==> config.mk <==
export PLATFORM = sky130hd
export DESIGN_NAME = mpdp_host
export DESIGN_NICKNAME = d
export VERILOG_FILES = /design/src/rtl/mpdp_pkg.sv /design/src/rtl/mpdp_host.sv /design/src/rtl/mpdp_timer.sv
export SDC_FILE = /design/constraint.sdc
export NUM_CORES = 1
export LEC_CHECK = 0
export BUFFER_PORTS_ARGS = -buffer_cell sky130_fd_sc_hd__buf_2
export CAP_MARGIN = 20
export CORE_ASPECT_RATIO = 0.6
export CORE_UTILIZATION = 56
export CTS_BUF_LIST = sky130_fd_sc_hd__clkbuf_2 sky130_fd_sc_hd__clkbuf_4 sky130_fd_sc_hd__clkbuf_8
export CTS_CLUSTER_DIAMETER = 150
export DETAILED_ROUTE_END_ITERATION = 8
export PLACE_DENSITY = 0.88
export SETUP_SLACK_MARGIN = 0.3
export SLEW_MARGIN = 40
export SYNTH_ARGS = -nofsm -noshare
export SYNTH_HDL_FRONTEND = slang
export SYNTH_SLANG_ARGS = --single-unit
==> constraint.sdc <==
create_clock -name CLK_SYS_I -period 5.4 [get_ports CLK_SYS_I]
set_clock_uncertainty 0.2 [all_clocks]
set_input_delay 0.27 -clock CLK_SYS_I [delete_from_list [all_inputs] [get_ports CLK_SYS_I]]
set_output_delay 0.27 -clock CLK_SYS_I [all_outputs]
set_load 0.05 [all_outputs]
==> src/rtl/mpdp_pkg.sv <==
package mpdp_pkg;
  // ---------------------------------------------------------------------------
  // Bus geometry
  // ---------------------------------------------------------------------------
  localparam int unsigned DATA_W = 18;

  // ---------------------------------------------------------------------------
  // Timing: device reference clock and host system clock
  // ---------------------------------------------------------------------------
  localparam int unsigned SYS_CLK_PERIOD_NS = 50;
  localparam int unsigned REF_CYC_MIN_NS    = 9;
  localparam int unsigned PWCSL_MIN_REF     = 1;
  localparam int unsigned PWCSH_MIN_REF     = 1;
  localparam int unsigned FDRD_MIN_REF      = 5;
  // Least times round up to whole system cycles, never below one
  localparam int unsigned PWCSL_CYC =
    ((PWCSL_MIN_REF * REF_CYC_MIN_NS + SYS_CLK_PERIOD_NS - 1) / SYS_CLK_PERIOD_NS) < 1 ? 1 :
    ((PWCSL_MIN_REF * REF_CYC_MIN_NS + SYS_CLK_PERIOD_NS - 1) / SYS_CLK_PERIOD_NS);
  localparam int unsigned PWCSH_CYC =
    ((PWCSH_MIN_REF * REF_CYC_MIN_NS + SYS_CLK_PERIOD_NS - 1) / SYS_CLK_PERIOD_NS) < 1 ? 1 :
    ((PWCSH_MIN_REF * REF_CYC_MIN_NS + SYS_CLK_PERIOD_NS - 1) / SYS_CLK_PERIOD_NS);
  localparam int unsigned FDRD_CYC =
    ((FDRD_MIN_REF * REF_CYC_MIN_NS + SYS_CLK_PERIOD_NS - 1) / SYS_CLK_PERIOD_NS) < 1 ? 1 :
    ((FDRD_MIN_REF * REF_CYC_MIN_NS + SYS_CLK_PERIOD_NS - 1) / SYS_CLK_PERIOD_NS);
  localparam int unsigned CNT_W = 4;

  // ---------------------------------------------------------------------------
  // Command codes and select levels
  // ---------------------------------------------------------------------------
  localparam logic [7:0] CMD_WRITE_MEMORY_START = 8'h2C;
  localparam logic [7:0] CMD_READ_MEMORY_START  = 8'h2E;
  localparam logic       SEL_COMMAND            = 1'h0;
  localparam logic       SEL_DATA               = 1'h1;

  // ---------------------------------------------------------------------------
  // Sequencer states
  // ---------------------------------------------------------------------------
  typedef enum logic [4:0] {
    ST_IDLE   = 5'h01,
    ST_SETUP  = 5'h02,
    ST_STROBE = 5'h04,
    ST_END    = 5'h08,
    ST_GAP    = 5'h10
  } mpdp_state_t;
endpackage

==> src/rtl/mpdp_host.sv <==
`timescale 1ns/1ps
`default_nettype none
module mpdp_host #(
  parameter int unsigned DATA_W = mpdp_pkg::DATA_W
) (
  input  wire logic              CLK_SYS_I,
  input  wire logic              RESETN_I,
  input  wire logic              MODE_6800_I,
  input  wire logic              REQ_VALID_I,
  output logic                   REQ_READY_O,
  input  wire logic              REQ_READ_I,
  input  wire logic              REQ_IS_DATA_I,
  input  wire logic [DATA_W-1:0] REQ_WDATA_I,
  output logic                   RSP_VALID_O,
  output logic [DATA_W-1:0]      RSP_RDATA_O,
  output logic                   LCD_RESETN_O,
  output logic                   LCD_CMD_DATA_SELECT_O,
  output logic                   LCD_CSN_O,
  output logic                   LCD_WRN_E_O,
  output logic                   LCD_RDN_RW_O,
  input  wire logic [DATA_W-1:0] LCD_HOST_DATA_BUS_I,
  output logic [DATA_W-1:0]      LCD_HOST_DATA_BUS_O,
  output logic                   LCD_HOST_DATA_BUS_OE_O
);
  localparam int unsigned CW = mpdp_pkg::CNT_W;

  typedef struct packed {
    mpdp_pkg::mpdp_state_t st;
    logic                  rd;
    logic                  m68;
    logic                  sel;
    logic                  csn;
    logic                  wrn;
    logic                  rdn;
    logic                  oe;
    logic [DATA_W-1:0]     wdat;
    logic [DATA_W-1:0]     rdat;
    logic                  rvld;
    logic                  rstn;
  } mpdp_host_t;

  // ---------------------------------------------------------------------------
  // Value after reset: port idle, device held in reset
  // ---------------------------------------------------------------------------
  localparam mpdp_host_t RST_S = '{
    st   : mpdp_pkg::ST_IDLE,
    rd   : 1'b0,
    m68  : 1'b0,
    sel  : mpdp_pkg::SEL_DATA,
    csn  : 1'b1,
    wrn  : 1'b1,
    rdn  : 1'b1,
    oe   : 1'b0,
    wdat : '0,
    rdat : '0,
    rvld : 1'b0,
    rstn : 1'b0
  };

  mpdp_host_t s_q;
  mpdp_host_t s_d;
  logic       tmr_load;
  logic [CW-1:0] tmr_val;
  logic       tmr_done;

  function automatic logic [CW-1:0] cyc_f(input int unsigned n);
    cyc_f = CW'(n - 1);
  endfunction

  // ---------------------------------------------------------------------------
  // Timer loads and access steps
  // ---------------------------------------------------------------------------
  localparam logic [CW-1:0] LOAD_RD  = cyc_f(mpdp_pkg::FDRD_CYC);
  localparam logic [CW-1:0] LOAD_CSL = cyc_f(mpdp_pkg::PWCSL_CYC);
  localparam logic [CW-1:0] LOAD_CSH = cyc_f(mpdp_pkg::PWCSH_CYC);

  // First cycle of an access: chip select low, select and direction set up
  function automatic mpdp_host_t launch_f(
    input mpdp_host_t        s,
    input logic              m68,
    input logic              rd,
    input logic              is_data,
    input logic [DATA_W-1:0] wdat
  );
    launch_f      = s;
    launch_f.rd   = rd;
    launch_f.m68  = m68;
    launch_f.sel  = is_data ? mpdp_pkg::SEL_DATA : mpdp_pkg::SEL_COMMAND;
    launch_f.wdat = wdat;
    launch_f.oe   = !rd;
    launch_f.csn  = 1'b0;
    launch_f.rdn  = m68 ? rd : 1'b1;
    launch_f.wrn  = m68 ? 1'b0 : 1'b1;
    launch_f.st   = mpdp_pkg::ST_SETUP;
  endfunction

  // Last cycle: chip select released; in 6800 style the enable stays low
  // until the gap, so no rising edge meets chip select on its way up
  function automatic mpdp_host_t release_f(input mpdp_host_t s);
    release_f     = s;
    release_f.csn = 1'b1;
    release_f.wrn = s.m68 ? 1'b0 : 1'b1;
    release_f.rdn = 1'b1;
    release_f.oe  = 1'b0;
    release_f.st  = mpdp_pkg::ST_GAP;
  endfunction

  mpdp_timer #(
    .CNT_W (CW)
  ) u_timer (
    .CLK_SYS_I (CLK_SYS_I),
    .RESETN_I  (RESETN_I),
    .load_i    (tmr_load),
    .value_i   (tmr_val),
    .done_o    (tmr_done)
  );

  // ---------------------------------------------------------------------------
  // Access sequencer
  // ---------------------------------------------------------------------------
  // IDLE, SETUP, STROBE, END, GAP: one bus word per pass
  always_comb begin
    s_d      = s_q;
    tmr_load = 1'b0;
    tmr_val  = '0;
    s_d.rvld = 1'b0;
    s_d.rstn = 1'b1;
    case (s_q.st)
      mpdp_pkg::ST_IDLE: begin
        // Nothing is taken before the device reset has been let go
        if (REQ_VALID_I && s_q.rstn) begin
          s_d = launch_f(s_d, MODE_6800_I, REQ_READ_I, REQ_IS_DATA_I, REQ_WDATA_I);
        end
      end
      mpdp_pkg::ST_SETUP: begin
        if (s_q.m68) begin
          s_d.wrn = 1'b1;
        end else if (s_q.rd) begin
          s_d.rdn = 1'b0;
        end else begin
          s_d.wrn = 1'b0;
        end
        tmr_load = 1'b1;
        tmr_val  = s_q.rd ? LOAD_RD : LOAD_CSL;
        s_d.st   = mpdp_pkg::ST_STROBE;
      end
      mpdp_pkg::ST_STROBE: begin
        if (tmr_done) begin
          if (s_q.rd) begin
            s_d.rdat = LCD_HOST_DATA_BUS_I;
            s_d.rvld = 1'b1;
          end
          if (s_q.m68) begin
            s_d.wrn = 1'b0;
          end else begin
            s_d.wrn = 1'b1;
            s_d.rdn = 1'b1;
          end
          s_d.st = mpdp_pkg::ST_END;
        end
      end
      mpdp_pkg::ST_END: begin
        s_d      = release_f(s_d);
        tmr_load = 1'b1;
        tmr_val  = LOAD_CSH;
      end
      mpdp_pkg::ST_GAP: begin
        // Enable may rise now: chip select has been high a full cycle
        s_d.wrn = 1'b1;
        if (tmr_done) begin
          s_d.st = mpdp_pkg::ST_IDLE;
        end
      end
      default: begin
        s_d.st = mpdp_pkg::ST_IDLE;
      end
    endcase
  end

  always_ff @(posedge CLK_SYS_I) begin
    if (!RESETN_I) begin
      s_q <= RST_S;
    end else begin
      s_q <= s_d;
    end
  end

  // ---------------------------------------------------------------------------
  // Request side
  // ---------------------------------------------------------------------------
  assign REQ_READY_O            = (s_q.st == mpdp_pkg::ST_IDLE) && s_q.rstn;
  assign RSP_VALID_O            = s_q.rvld;
  assign RSP_RDATA_O            = s_q.rdat;

  // ---------------------------------------------------------------------------
  // Device pins
  // ---------------------------------------------------------------------------
  assign LCD_RESETN_O           = s_q.rstn;
  assign LCD_CMD_DATA_SELECT_O  = s_q.sel;
  assign LCD_CSN_O              = s_q.csn;
  assign LCD_WRN_E_O            = s_q.wrn;
  assign LCD_RDN_RW_O           = s_q.rdn;
  assign LCD_HOST_DATA_BUS_O    = s_q.wdat;
  assign LCD_HOST_DATA_BUS_OE_O = s_q.oe;
endmodule
`default_nettype wire

==> src/rtl/mpdp_timer.sv <==
`timescale 1ns/1ps
`default_nettype none
module mpdp_timer #(
  parameter int unsigned CNT_W = 4
) (
  input  wire logic             CLK_SYS_I,
  input  wire logic             RESETN_I,
  input  wire logic             load_i,
  input  wire logic [CNT_W-1:0] value_i,
  output logic                  done_o
);
  typedef struct packed {
    logic [CNT_W-1:0] cnt;
  } mpdp_tmr_t;

  mpdp_tmr_t s_q;
  mpdp_tmr_t s_d;

  always_comb begin
    s_d = s_q;
    if (load_i) begin
      s_d.cnt = value_i;
    end else if (s_q.cnt != '0) begin
      s_d.cnt = s_q.cnt - 1'b1;
    end
  end

  always_ff @(posedge CLK_SYS_I) begin
    if (!RESETN_I) begin
      s_q <= '0;
    end else begin
      s_q <= s_d;
    end
  end

  assign done_o = (s_q.cnt == '0) && !load_i;
endmodule
`default_nettype wire

==> results of run 1 <==
-- synth_stat cells (2+ instances only) --
master,n,area share (%)
nand2b_1,4,1.0
nor2_1,16,2.4
buf_4,38,11
clkbuf_1,6,0.90
buf_6,3,1.4
xnor2_1,5,1.8
inv_1,6,0.90
dfxtp_1,54,43
o31ai_1,2,0.60
a21oi_1,43,8.6
ha_1,2,1.0
o211ai_1,2,0.60
o21ai_0,3,0.60
nand2_1,82,12
or3_1,4,1.0
nor3_1,3,0.60
buf_2,7,1.4
and3_1,5,1.3
nand3_1,3,0.60
-- cell usage in the layout (no fill, tap or decap), types with 2 or more instances in the layout --
| cell | n |
|---|---|
| inv_1 | 6 |
| nand2_1 | 82 |
| or3_1 | 4 |
| buf_2 | 85 |
| a21oi_1 | 43 |
| nor3_1 | 3 |
| dfxtp_1 | 54 |
| nand3_1 | 2 |
| nand3_2 | 2 |
| o21ai_0 | 3 |
| clkbuf_8 | 5 |
| nand2b_1 | 4 |
| dlygate4sd3_1 | 18 |
| o211ai_1 | 2 |
| nor2_1 | 16 |
| ha_1 | 2 |
| o31ai_1 | 2 |
| xnor2_1 | 5 |
| and3_1 | 5 |
-- layer usage --
layer	share of wire, %	vias to the layer above	GRT usage (%)
li1	-	1100	-
met1	47	971	31.2
met2	45	95	35.4
met3	7.6	4	6.60
met4	0.51	0	5.65
met5	0	-	0
-- flip-flops by register name (all words and copies together), names as in the netlist, 4 cells and up --
name                 cells
u_timer.s_q              4
RSP_RDATA_O             18
s_q                      7
LCD_HOST_DATA_BUS_O     18
-- cell type report --
type                            instances  area share [%]
Sequential cell                        54            36.9
Tap cell                               60            2.56
Timing Repair Buffer                  104            20.9
Multi-Input combinational cell        195            34.9
Inverter                                7           0.896
Clock buffer                            6            2.60
Clock inverter                          2            1.28
-- power breakdown --
part	switching [mW]	internal (mW)
clock	0.124	0.143
sequential	0.0464	0.440
combinational	0.276	0.133
-- stage by stage --
stage | instance area, µm² | util (%) | setup WS (ns) | instances | hold slack [ns]
finish | 2930 | 70.0 | 2.92 | 428 | 0.00510
global route | 2930 | 70.0 | 2.75 | 428 | 0.0000243
CTS | 2900 | 69.1 | 2.73 | 425 | 0.000590
detailed placement | 2630 | 62.8 | 2.77 | 402 | 0.243
global placement | 2630 | 62.8 | 2.93 | 402 | 0.238
floorplan | 2500 | - | 3.39 | 310 | 0.0977
-- critical path, stage by stage (launching register included) --
cell,delay [ns]
dfxtp_1,0.43
or3_1,0.56
nor3_2,0.69
buf_4,0.32
nand2_1,0.08
a21oi_1,0.13
-- cell families after synthesis --
group / count (synthesis) / synth area share [%]
compound gates: 56 / 12.4
xor+xnor: 5 / 1.75
fa+ha+maj: 2 / 1.00
buf+inv: 61 / 16.1
flops: 54 / 43.2
mux: 2 / 0.850
simple gates: 130 / 24.7
-- final timing paths --
kind,startpoint,cells past startpoint,slack (ns),endpoint
worst min-delay path,REQ_WDATA_I[3],3,0.005,LCD_HOST_DATA_BUS_O[3]$_SDFFE_PN0P_
worst max register to register,s_q[48]$_SDFFE_PN0P_,5,2.92,LCD_HOST_DATA_BUS_O[0]$_SDFFE_PN0P_
worst max-delay path,s_q[48]$_SDFFE_PN0P_,5,2.92,LCD_HOST_DATA_BUS_O[0]$_SDFFE_PN0P_
worst min register to register,RSP_RDATA_O[7]$_SDFFE_PN0P_,2,0.26,RSP_RDATA_O[7]$_SDFFE_PN0P_
==> results.md, run 1 <==
* Status: complete, no violations
* Pin count of the biggest net entering global routing at 46
* Leakage at 1.27 nW
* FILL cells at 353
* Final wirelength at 5720 µm
* DR pass1 iterations at 4
* Die Area at 4750 µm²
* IO Port Bufs at 85
* CP Launch Type: register
* Die X at 88.3 µm
* GRT Residual Overflow at 0
* Crit Path Category: reg2reg
* CTS tree: built
* Layout area overhead at 17.2%
* First-pass GRT wire length at 8120 µm
* Placement Rows at 18
* Worst ir drop on vdd at 0.000199 V
* DP HPWL at 3730 µm
* CP endpoint kind: register
* Iter 0 DRT Violations at 139
* Final ANT Viol Nets at 0
* Worst-Skew Late Latency at 0.30 ns
* Initial Util at 59.7%
* IO Count at 86
* Syn Nets at 354
* Cts repair resizes at 0
* CTS root buf: clkbuf_8
* Final Hold Fails at 0
* Seq/Total Area, Yosys at 43.2%
* Max-slew headroom at 48.9%
* DRC violations left at 0
* Multi-input gate area at 1020 µm²
* RSZ-0062 raised after global routing: no
* # Post-CTS Setup Buffers at 0
* Crit share post-route at 45.9%
* Yosys cell types at 41
* Total CTS buffers at 5
* Initial antenna violation count at 0
* Via density at 5.07
* Final period demand of the worst path at 2.48 ns
* Max Fclk at 0.403 GHz
* Synth warnings at 0
* Worst-margin pin slew at 0.766 ns
* Req. time, crit path at 5.43 ns
* Synthesized flop and latch total at 54
* Post-synth EDFFs at 0
* Vias in the first global route at 1730
* Setup TNS at 0 ns
* Final Wtd Congestion at 0.850
* Worst endpoint data arrival time at 2.51 ns
* Hold/Removal Path Class: in2reg
* Clk sinks at 54
* Power density over the cells at 397 nW/µm²
* Asr flop ratio synth at 0%
* Htree depth at 2
* Gr usage total at 22.7%
* Crit Path Max Fanout at 12
* Final max-slew violation count at 0
* Synthesized instance count at 310
* Post-DR wirelength/cell at 13.4 µm
* Hold buffers post-CTS at 15
* CTS Buffer Depth at 2
* Synth Cell Area at 2500 µm²
* N_diodes at 0
* Clock-pin slew on the worst setup and hold paths at 0.09 ns
* Fraction of layout cells with a size suffix above 1 at 29.1%
* Max cap viols at 0
* Top_reg_cell synth: dfxtp_1
* Via count at 2170
* Final setup vio count at 0
* Fin nets at 411
* Tot Pwr at 1.16 mW
* Die Y at 53.8 µm
* Core Box Area at 4190 µm²
* Register Area at 1080 µm²
* Syn avg cell area at 8.07 µm²
(Power assumes the default switching activity.)
==> run 2, diff against run 1 <==
--- a/config.mk
+++ b/config.mk
@@ -8,11 +8,11 @@
 export BUFFER_PORTS_ARGS = -buffer_cell sky130_fd_sc_hd__buf_2
 export CAP_MARGIN = 20
 export CORE_ASPECT_RATIO = 0.6
-export CORE_UTILIZATION = 56
+export CORE_UTILIZATION = 52
 export CTS_BUF_LIST = sky130_fd_sc_hd__clkbuf_2 sky130_fd_sc_hd__clkbuf_4 sky130_fd_sc_hd__clkbuf_8
 export CTS_CLUSTER_DIAMETER = 150
 export DETAILED_ROUTE_END_ITERATION = 8
-export PLACE_DENSITY = 0.88
+export PLACE_DENSITY = 0.82
 export SETUP_SLACK_MARGIN = 0.3
 export SLEW_MARGIN = 40
 export SYNTH_ARGS = -nofsm -noshare
==> constraint.sdc (replaced) <==
create_clock -name CLK_SYS_I -period 2.6 [get_ports CLK_SYS_I]
set_clock_uncertainty 0.2 [all_clocks]
set_input_delay 0.13 -clock CLK_SYS_I [delete_from_list [all_inputs] [get_ports CLK_SYS_I]]
set_output_delay 0.13 -clock CLK_SYS_I [all_outputs]
set_load 0.05 [all_outputs]
==> run 2 against run 1 <==
- sequential cell count stayed put
- critical path depth stayed put
- combinational power is 120% higher
- non-clock buffer count is 26 higher
- cell count is 6.8% higher
- sequential share of layout area is 2.9 points lower
- sequential power is 110% higher
- cell area is 8.5% higher
- setup slack worse by 2.5 ns
- power is 100% higher
- critical endpoint is now LCD_RDN_RW_O$_SDFFE_PN1P_
- largest power group unchanged
==> results.md, run 2 (synthesis results as in run 1) <==
* Status: complete, no violations
* Psw at 0.948 mW
* Max-slew headroom at 49.1%
* Iter 0 DRT Violations at 181
* Final instance area at 3180 µm²
* Cell count after placement at 409
* R2r endpoint: LCD_RDN_RW_O$_SDFFE_PN1P_
* Most frequent cells in the layout: buf_2, nand2_1, dfxtp_1
* Worst path bufs/invs at 0
* Tot Pwr at 2.38 mW
* Via density at 5.00
* CTS root buf: clkbuf_8
* DR pass1 iterations at 4
* Register Area at 1080 µm²
* Placement Rows at 19
* Clock-pin slew on the worst setup and hold paths at 0.10 ns
* Post-DR wirelength/cell at 13.6 µm
* Core Box Area at 4590 µm²
* Crit share post-route at 85.0%
* CP top delay family: simple AND/OR/NAND/NOR gates
* Worst path max stage delay at 0.53 ns
* Final max-slew violation count at 0
* Switching Fraction at 39.9%
* FILL cells at 342
* Initial Util at 54.5%
* Final Wtd Congestion at 0.948
* Die X at 91.5 µm
* Initial antenna violation count at 0
* Clk sinks at 54
* Worst-margin pin slew at 0.753 ns
* Die Area at 5100 µm²
* Pin count of the biggest net entering global routing at 46
* Power density over the cells at 747 nW/µm²
* Met2 Routed Length at 2890 µm
* Final wirelength at 6230 µm
* Worst-Skew Late Latency at 0.31 ns
* Final period demand of the worst path at 2.21 ns
* Layout area overhead at 27.2%
* DP HPWL at 3770 µm
* Setup TNS at 0 ns
* Max cap viols at 0
* Worst endpoint data arrival time at 2.23 ns
* Hold/Removal Path Class: in2reg
* Final setup vio count at 0
* Htree depth at 2
* Met3 WL post-DR at 414 µm
* Worst path depth at 5
* N_diodes at 0
* Worst ir drop on vdd at 0.000474 V
* First-pass GRT wire length at 10200 µm
* Max Fclk at 0.453 GHz
* RSZ-0062 raised after global routing: no
* Most common cell after layout, fill and taps aside: buf_2
* CTS tree: built
* Reg power frac at 42.5%
* Total CTS buffers at 5
* GRT Residual Overflow at 0
* Metal-1 WL at 2870 µm
* Fraction of layout cells with a size suffix above 1 at 28.4%
* Hold EP: LCD_CSN_O$_SDFFE_PN1P_
* Crit-path cells: or3b_4 > nor4_2 > nor2_1 > nand4_1 > mux2i_1
* Int Pwr at 1.43 mW
* CP max-delay cell: dfxtp_1
* Placed inst area at 2670 µm²
* Final Hold Fails at 0
* Via count at 2284
* CP Launch Type: register
* Startpoint of the worst register-to-register path: s_q[47]$_SDFFE_PN0P_
* Crit Path Max Fanout at 9
* IO Count at 86
* Comb power frac at 37.7%
* Final ANT Viol Nets at 0
* R2r setup slk at 0.39 ns
* Vias in the first global route at 2145
* CP endpoint kind: register
* Leakage at 1.36 nW
* IO Port Bufs at 85
* DRC violations left at 0
* R2R depth at 5
* Top sig layer: met4
* Clk pwr share at 19.8%
* Crit Path Category: reg2reg
* Die Y at 55.7 µm
* Multi-input gate area at 1040 µm²
* Non-filler cells in the finished layout at 457
* Hold path startpoint: REQ_VALID_I
* Fin nets at 437
* Hold path depth at 5
* Gr usage total at 25.1%
* Req. time, crit path at 2.62 ns
* CTS Buffer Depth at 2
[run 2: stage by stage]
| step | util [%] | hold slack (ns) | setup WS [ns] |
|---|---|---|---|
| finish | 69.3 | 0.163 | 0.391 |
| global route | 69.3 | 0.177 | 0.305 |
| CTS | 68.9 | 0.150 | 0.329 |
| floorplan | - | -0.0423 | 0.655 |
| detailed placement | 58.1 | 0.155 | 0.453 |
| global placement | 58.1 | 0.146 | 0.452 |
[run 2: area by class of cell]
| cell class | instances | area share (%) |
|---|---|---|
| well taps | 63 | 2.48 |
| inverters | 7 | 0.826 |
| clock buffers | 5 | 2.16 |
| flip-flops and latches | 54 | 34.0 |
| clock inverters | 3 | 0.747 |
| repair buffers | 130 | 27.1 |
| multi-input cells | 195 | 32.7 |
[run 2: worst reg2reg max path, stage by stage, from the launching register on]
cell     delay [ns]
dfxtp_1        0.53
or3b_4         0.47
nor4_2         0.43
nor2_1         0.16
nand4_1        0.15
mux2i_1        0.20
[run 2: power groups by stage]
stage	Combinational [mW]	Sequential, mW	Clock, mW
after CTS	0.877	1.00	0.479
after detailed placement	0.823	1.02	0
after global placement	0.818	1.02	0
after global routing	0.960	1.02	0.525
after floorplan	0.673	1.04	0
final	0.896	1.01	0.469
[run 2: repair_timing]
item                                    CTS  global route
endpoints found under the setup margin    1            20
buffers inserted                          0             0
hold endpoints to repair                 46             0
hold buffers                             40             0
gates resized for setup                   1             3
cloned                                    0             0
[run 2: metal layers]
layer	up-vias	GRT usage, %
li1	1145	-
met1	1047	32.4
met2	86	43.0
met3	6	6.69
met4	0	4.54
met5	-	0
[run 2: worst max path at each step]
| stage | startpoint | endpoint | slack [ns] |
|---|---|---|---|
| finish | s_q[47]$_SDFFE_PN0P_ | LCD_RDN_RW_O$_SDFFE_PN1P_ | 0.39 |
| global placement | s_q[47]$_SDFFE_PN0P_ | RSP_RDATA_O[2]$_SDFFE_PN0P_ | 0.45 |
| global route | s_q[47]$_SDFFE_PN0P_ | RSP_RDATA_O[7]$_SDFFE_PN0P_ | 0.31 |
| floorplan | s_q[48]$_SDFFE_PN0P_ | s_q[45]$_SDFFE_PN1P_ | 0.66 |
| CTS | s_q[48]$_SDFFE_PN0P_ | REQ_READY_O | 0.33 |
| detailed placement | s_q[47]$_SDFFE_PN0P_ | RSP_RDATA_O[6]$_SDFFE_PN0P_ | 0.45 |
==> run 3, diff against run 2 <==
==> constraint.sdc (replaced) <==
create_clock -name CLK_SYS_I -period 2.1 [get_ports CLK_SYS_I]
set_clock_uncertainty 0.2 [all_clocks]
set_input_delay 0.105 -clock CLK_SYS_I [delete_from_list [all_inputs] [get_ports CLK_SYS_I]]
set_output_delay 0.105 -clock CLK_SYS_I [all_outputs]
set_load 0.05 [all_outputs]
==> run 3 against run 2 <==
- wire length increased by 20%
- sequential cell count is the same
- critical path depth rose by 1
- sequential power increased by 19%
- highest routed layer unchanged
- largest power group is now combinational cells
==> results.md, run 3 (synthesis results as in run 1) <==
* Status: complete, no violations
* Initial Util at 54.5%
* Placed inst area at 2750 µm²
* RSZ-0062 raised after global routing: yes
* Layout area overhead at 45.9%
* Worst endpoint data arrival time at 1.93 ns
* Worst-margin pin slew at 0.784 ns
* GR Util met1 at 35.2%
* Max-slew headroom at 47.7%
* Final wirelength at 7500 µm
* Worst path max stage delay at 0.45 ns
* Pin count of the biggest net entering global routing at 46
* Cell count after placement at 418
* CP max-delay cell: or3b_4
* Die X at 91.5 µm
* First-pass GRT wire length at 10600 µm
* Tot Pwr at 3.32 mW
* Worst-Skew Late Latency at 0.30 ns
* Max Fclk at 0.513 GHz
* Clk sinks at 54
* Most common cell after layout, fill and taps aside: buf_2
* Crit-path cells: or3b_4 > buf_6 > o211ai_1 > and3_1 > nor2b_1 > or3_1
* Die Area at 5100 µm²
* Total CTS buffers at 5
* Htree depth at 2
* Post-DR wirelength/cell at 15.3 µm
* Core Box Area at 4590 µm²
* Worst ir drop on vdd at 0.000503 V
* Crit share post-route at 92.9%
* Final period demand of the worst path at 1.95 ns
* Iter 0 DRT Violations at 209
* DR pass1 iterations at 5
* FILL cells at 295
* Clock-pin slew on the worst setup and hold paths at 0.09 ns
* Non-filler cells in the finished layout at 491
* N_diodes at 0
* Final instance area at 3650 µm²
* Fin nets at 471
* Register Area at 1090 µm²
* Setup TNS at 0 ns
* CTS tree: built
* Grt peak-use layer: met2
* Fraction of layout cells with a size suffix above 1 at 39.3%
* Final ANT Viol Nets at 0
* Hold/Removal Path Class: in2reg
* CP Launch Type: register
* IO Port Bufs at 85
* CTS Buffer Depth at 2
* Power density over the cells at 910 nW/µm²
* Grt met2 use at 44.8%
* Crit Path Max Fanout at 4
* Die Y at 55.7 µm
* DRC violations left at 0
* Dpl ws at 0.0722 ns
* IO Count at 86
* CTS root buf: clkbuf_8
* Final setup vio count at 0
* CP top delay family: simple AND/OR/NAND/NOR gates
* Gr usage total at 26.5%
* Placement Rows at 19
* Final WS setup at 0.149 ns
* Grt met3 use at 5.60%
* Via count at 2541
* Via density at 5.18
* DP HPWL at 3790 µm
* Final Hold Fails at 0
* Req. time, crit path at 2.08 ns
* Multi-input gate area at 1110 µm²
* Leakage at 1.60 nW
* Crit Path Category: reg2reg
* Final max-slew violation count at 0
* Final Wtd Congestion at 0.867
* Most frequent cells in the layout: buf_2, nand2_1, dfxtp_1
* CP endpoint kind: register
* Initial antenna violation count at 0
* Max cap viols at 0
* GRT Residual Overflow at 0
* Vias in the first global route at 2284
* Worst path bufs/invs at 1
==> run 3: cell count changes in the layout (fill, tap and decap cells not counted), moves of 3 or more <==
cell	previous run	this run
buf_6	0	4
nand2_1	82	75
clkbuf_16	0	3
dfxtp_1	54	49
buf_4	5	30
dfxtp_2	0	3
nand2_2	0	5
==> run 3: cell type report <==
type	count	area share (%)
inverter	7	0.720
tap	63	2.16
clock buffer	7	2.64
sequential	54	29.9
multi-input combinational	195	30.5
clock inverter	1	0.240
timing repair buffer	164	33.8
==> run 3: what timing repair did <==
action / CTS / global route
resized for setup: 23 / 18
endpoints found under the hold margin: 46 / 0
gates cloned: 1 / 3
hold buffers: 40 / 0
buffers inserted: 16 / 5
endpoints found under the setup margin: 48 / 47
pin swaps: 12 / 9
==> run 3: metrics by stage <==
step                      util, %  hold WS, ns
after floorplan                 -      -0.0673
after global placement       59.9        0.124
after detailed placement     59.9        0.127
after CTS                    75.7        0.114
after global routing         79.5        0.134
final                        79.5        0.125
==> run 3: final timing paths <==
check                                     from                                    to  slack (ns)  cells after the start
setup reg to reg          s_q[45]$_SDFFE_PN1P_                  s_q[45]$_SDFFE_PN1P_        0.15                      6
setup / recovery          s_q[45]$_SDFFE_PN1P_                  s_q[45]$_SDFFE_PN1P_        0.15                      6
hold reg to reg   RSP_RDATA_O[14]$_SDFFE_PN0P_          RSP_RDATA_O[14]$_SDFFE_PN0P_        0.25                      2
hold / removal                     REQ_VALID_I  LCD_HOST_DATA_BUS_O[12]$_SDFFE_PN0P_        0.12                      5
==> run 3: per-layer routing <==
layer / wire (µm) / up-vias
li1: - / 1216
met1: 3350 / 1164
met2: 3380 / 153
met3: 721 / 8
met4: 51 / 0
met5: 0 / -
==> run 3: where the power goes <==
part	switching [mW]	internal (mW)
clock network	0.325	0.303
registers	0.0680	1.14
logic	0.891	0.601
==> run 3: worst register-to-register path: cells and delay by family, from the launching register on <==
family / cells / cell delay, ns
AOI/OAI and AO/OA: 1 / 0.07
buffers and inverters: 1 / 0.14
DFF: 1 / 0.37
and+or+nand+nor: 4 / 1.06
